[config.mk]
export PLATFORM = sky130hd
export DESIGN_NAME = ief_host_flat
export DESIGN_NICKNAME = d
export VERILOG_FILES = /design/src/hw/ief_pkg.sv /design/src/hw/ief_if.sv /design/src/hw/ief_host.sv /design/src/flat_wrapper.sv
export SDC_FILE = /design/constraint.sdc
export NUM_CORES = 1
export LEC_CHECK = 0
export BUFFER_PORTS_ARGS = -buffer_cell sky130_fd_sc_hd__buf_2
export CELL_PAD_IN_SITES_DETAIL_PLACEMENT = 1
export CELL_PAD_IN_SITES_GLOBAL_PLACEMENT = 2
export CORE_AREA = 2 2 102 123
export DETAILED_ROUTE_END_ITERATION = 8
export DIE_AREA = 0 0 104 125
export PLACE_DENSITY_LB_ADDON = 0.3
export SLEW_MARGIN = 15
export SYNTH_ARGS = -nofsm -noshare
export SYNTH_HDL_FRONTEND = slang
export SYNTH_SLANG_ARGS = --single-unit
[constraint.sdc]
create_clock -name clock -period 2.31 [get_ports clock]
set_input_delay 0.5775 -clock clock [delete_from_list [all_inputs] [get_ports clock]]
set_output_delay 0.5775 -clock clock [all_outputs]
set_load 0.05 [all_outputs]
[src/hw/ief_pkg.sv]
// shared constants and types of the interrupt enable and flag logic
package ief_pkg;

  // ==========================================================
  // widths
  localparam int IEF_DW = 8;
  localparam int IEF_AW = 8;
  localparam int IEF_PINS = 4;

  // ==========================================================
  // device register addresses
  localparam logic [7:0] CORE_CTRL_ADDR = 8'h10;
  localparam logic [7:0] PER_EN_ADDR = 8'h8c;
  localparam logic [7:0] PER_FLAG_ADDR = 8'h0c;

  // ==========================================================
  // core control field positions
  localparam int GIE_BIT = 7;
  localparam int PERIPHERAL_GROUP_ENABLE_BIT = 6;
  localparam int T0IE_BIT = 5;
  localparam int EXTIE_BIT = 4;
  localparam int PORT_CHANGE_IRQ_ENABLE_BIT = 3;
  localparam int T0IF_BIT = 2;
  localparam int EXTIF_BIT = 1;
  localparam int PORT_CHANGE_IRQ_FLAG_BIT = 0;

  // ==========================================================
  // peripheral field positions, shared by enables and flags
  localparam int ADC_BIT = 6;
  localparam int SSP_BIT = 3;
  localparam int CCP_BIT = 2;
  localparam int TIMER_TWO_COUNTER_BIT = 1;
  localparam int TIMER_ONE_COUNTER_BIT = 0;
  localparam logic [7:0] PER_IMPL_MASK = 8'h4f;

  // ==========================================================
  // values after reset
  localparam logic [7:0] CORE_CTRL_RESET = 8'h00;
  localparam logic [7:0] PER_EN_RESET = 8'h00;
  localparam logic [7:0] PER_FLAG_RESET = 8'h00;

  // ==========================================================
  // controller register offsets on the ahb side
  localparam logic [4:0] HOST_CMD_OFS = 5'h00;
  localparam logic [4:0] HOST_STAT_OFS = 5'h04;
  localparam logic [4:0] HOST_IRQ_STAT_OFS = 5'h08;
  localparam logic [4:0] HOST_IRQ_MASK_OFS = 5'h0c;
  localparam int CMD_WRITE_BIT = 16;
  localparam int IRQ_DONE_BIT = 0;
  localparam int IRQ_REQ_BIT = 1;
  localparam int IRQ_W = 2;

  // ==========================================================
  // controller access sequencer
  typedef enum logic {
    IEF_ACC_IDLE,
    IEF_ACC_BUSY
  } ief_acc_state_t;

endpackage : ief_pkg

[src/hw/ief_if.sv]
// link between the interrupt logic and its core side
`timescale 1ns/1ps
`default_nettype none
interface ief_if;
  import ief_pkg::*;

  // register access from the core side
  logic [IEF_AW-1:0]   reg_addr;
  logic [IEF_DW-1:0]   reg_wdata;
  logic                reg_wr;
  logic                reg_rd;
  logic [IEF_DW-1:0]   reg_rdata;
  logic                reg_ack;
  // event sources
  logic                timer_zero_overflow;
  logic                external_edge_pin;
  logic [IEF_PINS-1:0] upper_port_b_pins;
  logic [IEF_DW-1:0]   per_event;
  // request to the core
  logic                core_irq;

  modport dev (
    input  reg_addr, reg_wdata, reg_wr, reg_rd,
    input  timer_zero_overflow, external_edge_pin,
    input  upper_port_b_pins, per_event,
    output reg_rdata, reg_ack, core_irq
  );

  modport host (
    output reg_addr, reg_wdata, reg_wr, reg_rd,
    output timer_zero_overflow, external_edge_pin,
    output upper_port_b_pins, per_event,
    input  reg_rdata, reg_ack, core_irq
  );

endinterface : ief_if
`default_nettype wire

[src/hw/ief_host.sv]
// core-side controller: ahb-lite registers driving the interrupt logic
//
// Added by the designer: the AHB-Lite register port.
`timescale 1ns/1ps
`default_nettype none
module ief_host
  import ief_pkg::*;
(
  // clock and reset
  input  wire logic                         clock,
  input  wire logic                         reset,
  // ahb-lite slave
  input  wire logic                         hsel,
  input  wire logic [31:0]                  haddr,
  input  wire logic [1:0]                   htrans,
  input  wire logic                         hwrite,
  input  wire logic [2:0]                   hsize,
  input  wire logic                         hready,
  input  wire logic [31:0]                  hwdata,
  output logic [31:0]                       hrdata,
  output logic                              hreadyout,
  output logic                              hresp,
  output logic                              irq,
  // event sources
  input  wire logic                         timer_zero_overflow,
  input  wire logic                         external_edge_pin,
  input  wire logic [ief_pkg::IEF_PINS-1:0] upper_port_b_pins,
  input  wire logic [ief_pkg::IEF_DW-1:0]   per_event,
  // link to the device
  ief_if.host                               link
);
  import ief_pkg::*;

  // ==========================================================
  // state
  logic [31:0]         hrdata_reg;
  logic                hready_reg;
  logic                ph_act_reg;
  logic                ph_write_reg;
  logic [4:0]          ph_addr_reg;
  ief_acc_state_t      acc_state;
  logic [IEF_AW-1:0]   addr_reg;
  logic [IEF_DW-1:0]   wdata_reg;
  logic                wr_reg;
  logic                rd_reg;
  logic [IEF_DW-1:0]   rd_result_reg;
  logic [IRQ_W-1:0]    irq_stat_reg;
  logic [IRQ_W-1:0]    irq_mask_reg;
  logic                irq_reg;
  logic                req_prev_reg;
  logic                t0_reg;
  logic                ext_reg;
  logic [IEF_PINS-1:0] pins_reg;
  logic [IEF_DW-1:0]   per_reg;

  logic accept;
  logic cmd_wr;
  logic stat_rd;
  logic [IRQ_W-1:0] irq_set;

  // hsize is not checked: only whole words are used
  assign accept = hsel && hready && htrans[1];
  assign cmd_wr = ph_act_reg && ph_write_reg && (ph_addr_reg == HOST_CMD_OFS);
  assign stat_rd = ph_act_reg && !ph_write_reg && (ph_addr_reg == HOST_IRQ_STAT_OFS);

  // ==========================================================
  // ahb slave: one wait state so that hrdata comes from a flop
  always_ff @(posedge clock or posedge reset) begin
    if (reset) begin
      ph_act_reg <= 1'b0;
      ph_write_reg <= 1'b0;
      ph_addr_reg <= '0;
      hready_reg <= 1'b1;
    end else if (accept) begin
      ph_act_reg <= 1'b1;
      ph_write_reg <= hwrite;
      ph_addr_reg <= haddr[4:0];
      hready_reg <= 1'b0;
    end else if (ph_act_reg) begin
      ph_act_reg <= 1'b0;
      hready_reg <= 1'b1;
    end
  end

  always_ff @(posedge clock or posedge reset) begin
    if (reset) begin
      hrdata_reg <= '0;
    end else if (ph_act_reg && !ph_write_reg) begin
      unique case (ph_addr_reg)
        HOST_CMD_OFS: begin
          hrdata_reg <= {15'h0000, wr_reg, addr_reg, wdata_reg};
        end
        HOST_STAT_OFS: begin
          hrdata_reg <= {16'h0000, rd_result_reg, 6'h00,
                         link.core_irq, acc_state == IEF_ACC_BUSY};
        end
        HOST_IRQ_STAT_OFS: begin
          hrdata_reg <= {30'h00000000, irq_stat_reg};
        end
        HOST_IRQ_MASK_OFS: begin
          hrdata_reg <= {30'h00000000, irq_mask_reg};
        end
        default: begin
          hrdata_reg <= '0;
        end
      endcase
    end
  end

  // ==========================================================
  // device access sequencer; commands while busy are dropped
  always_ff @(posedge clock or posedge reset) begin
    if (reset) begin
      acc_state <= IEF_ACC_IDLE;
      addr_reg <= '0;
      wdata_reg <= '0;
      wr_reg <= 1'b0;
      rd_reg <= 1'b0;
      rd_result_reg <= '0;
    end else begin
      wr_reg <= 1'b0;
      rd_reg <= 1'b0;
      unique case (acc_state)
        IEF_ACC_IDLE: begin
          if (cmd_wr) begin
            addr_reg <= hwdata[15:8];
            wdata_reg <= hwdata[7:0];
            wr_reg <= hwdata[CMD_WRITE_BIT];
            rd_reg <= !hwdata[CMD_WRITE_BIT];
            acc_state <= IEF_ACC_BUSY;
          end
        end
        IEF_ACC_BUSY: begin
          if (link.reg_ack) begin
            rd_result_reg <= link.reg_rdata;
            acc_state <= IEF_ACC_IDLE;
          end
        end
      endcase
    end
  end

  // ==========================================================
  // interrupt status, read clears, set wins
  assign irq_set[IRQ_DONE_BIT] = (acc_state == IEF_ACC_BUSY) && link.reg_ack;
  assign irq_set[IRQ_REQ_BIT] = link.core_irq && !req_prev_reg;

  always_ff @(posedge clock or posedge reset) begin
    if (reset) begin
      req_prev_reg <= 1'b0;
      irq_stat_reg <= '0;
      irq_mask_reg <= '0;
      irq_reg <= 1'b0;
    end else begin
      req_prev_reg <= link.core_irq;
      irq_stat_reg <= (stat_rd ? '0 : irq_stat_reg) | irq_set;
      if (ph_act_reg && ph_write_reg && (ph_addr_reg == HOST_IRQ_MASK_OFS)) begin
        irq_mask_reg <= hwdata[IRQ_W-1:0];
      end
      irq_reg <= |(irq_stat_reg & irq_mask_reg);
    end
  end

  // ==========================================================
  // event sources pass through one flop
  always_ff @(posedge clock or posedge reset) begin
    if (reset) begin
      t0_reg <= 1'b0;
      ext_reg <= 1'b0;
      pins_reg <= '0;
      per_reg <= '0;
    end else begin
      t0_reg <= timer_zero_overflow;
      ext_reg <= external_edge_pin;
      pins_reg <= upper_port_b_pins;
      per_reg <= per_event;
    end
  end

  // ==========================================================
  // outputs
  assign hrdata = hrdata_reg;
  assign hreadyout = hready_reg;
  assign hresp = 1'b0;
  assign irq = irq_reg;
  assign link.reg_addr = addr_reg;
  assign link.reg_wdata = wdata_reg;
  assign link.reg_wr = wr_reg;
  assign link.reg_rd = rd_reg;
  assign link.timer_zero_overflow = t0_reg;
  assign link.external_edge_pin = ext_reg;
  assign link.upper_port_b_pins = pins_reg;
  assign link.per_event = per_reg;

endmodule : ief_host
`default_nettype wire

[src/flat_wrapper.sv]
// flat-port wrapper written by rule: the top's interface ports become plain ports
module ief_host_flat import ief_pkg::*;
  (clock, reset, hsel, haddr, htrans, hwrite, hsize, hready, hwdata, hrdata, hreadyout, hresp, irq, timer_zero_overflow, external_edge_pin, upper_port_b_pins, per_event, link_reg_addr, link_reg_wdata, link_reg_wr, link_reg_rd, link_timer_zero_overflow, link_external_edge_pin, link_upper_port_b_pins, link_per_event, link_reg_rdata, link_reg_ack, link_core_irq);
  ief_if link_i ();
  input  wire logic clock;
  input  wire logic reset;
  input  wire logic hsel;
  input  wire logic [31:0] haddr;
  input  wire logic [1:0] htrans;
  input  wire logic hwrite;
  input  wire logic [2:0] hsize;
  input  wire logic hready;
  input  wire logic [31:0] hwdata;
  output logic [31:0] hrdata;
  output logic hreadyout;
  output logic hresp;
  output logic irq;
  input  wire logic timer_zero_overflow;
  input  wire logic external_edge_pin;
  input  wire logic [ief_pkg::IEF_PINS-1:0] upper_port_b_pins;
  input  wire logic [ief_pkg::IEF_DW-1:0] per_event;
  output wire logic [$bits(link_i.reg_addr)-1:0] link_reg_addr;
  output wire logic [$bits(link_i.reg_wdata)-1:0] link_reg_wdata;
  output wire logic [$bits(link_i.reg_wr)-1:0] link_reg_wr;
  output wire logic [$bits(link_i.reg_rd)-1:0] link_reg_rd;
  output wire logic [$bits(link_i.timer_zero_overflow)-1:0] link_timer_zero_overflow;
  output wire logic [$bits(link_i.external_edge_pin)-1:0] link_external_edge_pin;
  output wire logic [$bits(link_i.upper_port_b_pins)-1:0] link_upper_port_b_pins;
  output wire logic [$bits(link_i.per_event)-1:0] link_per_event;
  input wire logic [$bits(link_i.reg_rdata)-1:0] link_reg_rdata;
  input wire logic [$bits(link_i.reg_ack)-1:0] link_reg_ack;
  input wire logic [$bits(link_i.core_irq)-1:0] link_core_irq;
  assign link_reg_addr = link_i.reg_addr;
  assign link_reg_wdata = link_i.reg_wdata;
  assign link_reg_wr = link_i.reg_wr;
  assign link_reg_rd = link_i.reg_rd;
  assign link_timer_zero_overflow = link_i.timer_zero_overflow;
  assign link_external_edge_pin = link_i.external_edge_pin;
  assign link_upper_port_b_pins = link_i.upper_port_b_pins;
  assign link_per_event = link_i.per_event;
  assign link_i.reg_rdata = link_reg_rdata;
  assign link_i.reg_ack = link_reg_ack;
  assign link_i.core_irq = link_core_irq;
  ief_host u_core (.clock(clock), .reset(reset), .hsel(hsel), .haddr(haddr), .htrans(htrans), .hwrite(hwrite), .hsize(hsize), .hready(hready), .hwdata(hwdata), .hrdata(hrdata), .hreadyout(hreadyout), .hresp(hresp), .irq(irq), .timer_zero_overflow(timer_zero_overflow), .external_edge_pin(external_edge_pin), .upper_port_b_pins(upper_port_b_pins), .per_event(per_event), .link(link_i));
endmodule
==> results.json <==
{
  "p_leak_nw": 2.01,
  "dp_hpwl_um": 4780,
  "netlist_instances": 188,
  "antenna_found_initial": 0,
  "ant_nets": 0,
  "grt_use_total": 0.108,
  "grt_max_degree": 41,
  "post-route-util": 0.323,
  "core-area_sq_um": 11900,
  "avgViaCountPerCell": 4.09,
  "finalSetupTns_ns": 0,
  "cts_root_buf": "clkbuf_16",
  "wl_per_cell_um": 14.3,
  "num_vias": 1913,
  "ios": 165,
  "n_antenna_cell": 0,
  "drc": 0,
  "insertion_delay_ns": 0.33,
  "crit_path_start_kind": "flop",
  "die_x_um": 104,
  "syn_area_sq_um": 2780,
  "cts_hold_buffers": 0,
  "post_cts_buffers": 0,
  "cts_buffers": 9,
  "drv_slew": 0,
  "num_rows": 44,
  "cellPowerDensity_nw_per_um2": 975,
  "path_clk_slew_ns": 0.06,
  "syn_avg_cell_area_sq_um": 14.8,
  "drtIter0Drc": 33,
  "totalWireLength_um": 6690,
  "path_cells": "or4_4 > nor4_4 > buf_12 > mux2_2",
  "die_h_um": 125,
  "nFillCells": 1343,
  "cts_max_level": 3,
  "seq_area_frac_synth": 0.649,
  "gpl.final_weighted_congestion": 0.672,
  "crit_arrival_ns": 2.25,
  "maxCapViolations": 0,
  "drive_above_1_share": 0.537,
  "cts.sinks": 72,
  "min-delay-path-class": "in -> async",
  "finalCritPeriodShare": 0.886,
  "area_growth_pct": 38.2,
  "cp_max_fo": 17,
  "start_util": 0.234,
  "dr.pass1.iters": 4,
  "fmax_mhz": 489,
  "hold_ws_ns": 0.248,
  "cpMaxStageDelayCell": "or4_4",
  "final_cell_mix": "buf_2 (102), dfrtp_1 (71), mux2_2 (32)",
  "postCtsResizedCells": 0,
  "largest_register_ffs": 17,
  "seqCellArea_sq_um": 1800,
  "outcome": "completed",
  "io_buffers": 102,
  "crit_path_end_kind": "flop",
  "grt_pass1_wl_um": 10800,
  "required_ns": 2.52,
  "worst-setup-path-type": "reg -> reg",
  "grt-ovfl-total": 0,
  "nNetsFinal": 400,
  "finalHoldViolCount": 0,
  "skew_ns": 0.00508,
  "dieArea_sq_um": 13000,
  "cts_tree": "yes",
  "ys_seq_elements": 72,
  "layout_commonest_cell": "buf_2",
  "max_stage_delay_ns": 0.60,
  "cts_buffer_depth": 2,
  "ir_drop_uv": 308,
  "synth_warnings": 0,
  "multiInputGateArea_sq_um": 875,
  "setup_viol": 0,
  "rsz0062_at_grt": "false",
  "post_synth_num_cell_types": 30,
  "worstRegToRegCells": 4,
  "grt_pass1_vias": 2079,
  "period_needed_ns": 2.05
}
metrics by stage:
stage | total power, mW | instances | area, sq um | setup slack [ns]
after floorplan | 1.99 | 203 | 2840 | 0.208
after global placement | 2.14 | 452 | 3490 | 0.247
after detailed placement | 2.15 | 452 | 3490 | 0.239
after CTS | 3.82 | 468 | 3840 | 0.235
after global routing | 3.90 | 468 | 3840 | 0.180
final | 3.75 | 468 | 3840 | 0.264
worst max-delay path: cells and delay by family, from the launching register on:
kind                   cells  cell delay, ns
and+or+nand+nor            2            0.93
DFF                        1            0.43
muxes                      1            0.34
buffers and inverters      1            0.21
cell usage after synthesis (all sizes together):
master,n,share of area
mux2i,2,0.0072
nand2b,1,0.0023
nor4,1,0.0077
nor3b,2,0.0054
mux2,32,0.13
conb,1,0.0013
a221o,8,0.029
nand4,2,0.0045
nand3b,1,0.0027
a22o,10,0.032
inv,4,0.0054
a2bb2oi,2,0.0063
nor2,3,0.0041
buf,18,0.049
nor2b,2,0.0045
nor3,1,0.0018
and4bb,1,0.0045
nand2,5,0.0068
and3b,2,0.0072
and2,9,0.020
o211ai,2,0.0054
and3,1,0.0023
dfstp,1,0.0095
clkbuf,3,0.0041
dfrtp,71,0.64
nand3,1,0.0018
or4,1,0.0041
a21o,1,0.0027
metal layers:
layer  part of all wire  up-vias  track usage
li1                   -      873            -
met1               0.41      959        0.129
met2               0.50       71        0.177
met3              0.071       10       0.0370
met4              0.016        0       0.0477
met5                  0        -            0
where the power goes:
group / internal [mW] / switching, mW / leakage [nW]
clock: 1.11 / 0.515 / 0.172
sequential: 1.39 / 0.0974 / 0.940
combinational: 0.193 / 0.437 / 0.902
total: 2.70 / 1.05 / 2.01
kinds of logic after synthesis:
| family | count (synthesis) | synth area share |
|---|---|---|
| flops | 72 | 0.649 |
| compound gates | 23 | 0.0747 |
| other cells | 1 | 0.00135 |
| simple gates | 33 | 0.0797 |
| buf+inv | 25 | 0.0585 |
| mux | 34 | 0.137 |
cell type report:
type | count | share of cell area
multi-input cells | 106 | 0.228
inverters | 4 | 0.00489
flip-flops and latches | 72 | 0.469
clock buffers | 11 | 0.0658
well taps | 161 | 0.0524
repair buffers | 109 | 0.153
clock inverters | 5 | 0.0267
final timing paths:
path,start,end,slack (ns)
min in group clock,per_event[4],u_core.link.per_event[4]$_DFF_PP0_,0.35
max,u_core.ph_addr_reg[4]$_DFFE_PP0P_,u_core.link.reg_wdata[5]$_DFFE_PP0P_,0.26
max reg2reg,u_core.ph_addr_reg[4]$_DFFE_PP0P_,u_core.link.reg_wdata[5]$_DFFE_PP0P_,0.26
max in group asynchronous,reset,u_core.hrdata[9]$_DFFE_PP0N_,1.50
min reg2reg,u_core.hreadyout$_DFFE_PP1P_,u_core.hreadyout$_DFFE_PP1P_,0.49
min,reset,u_core.link.per_event[5]$_DFF_PP0_,0.25
Power figures use the tool's default switching activity.
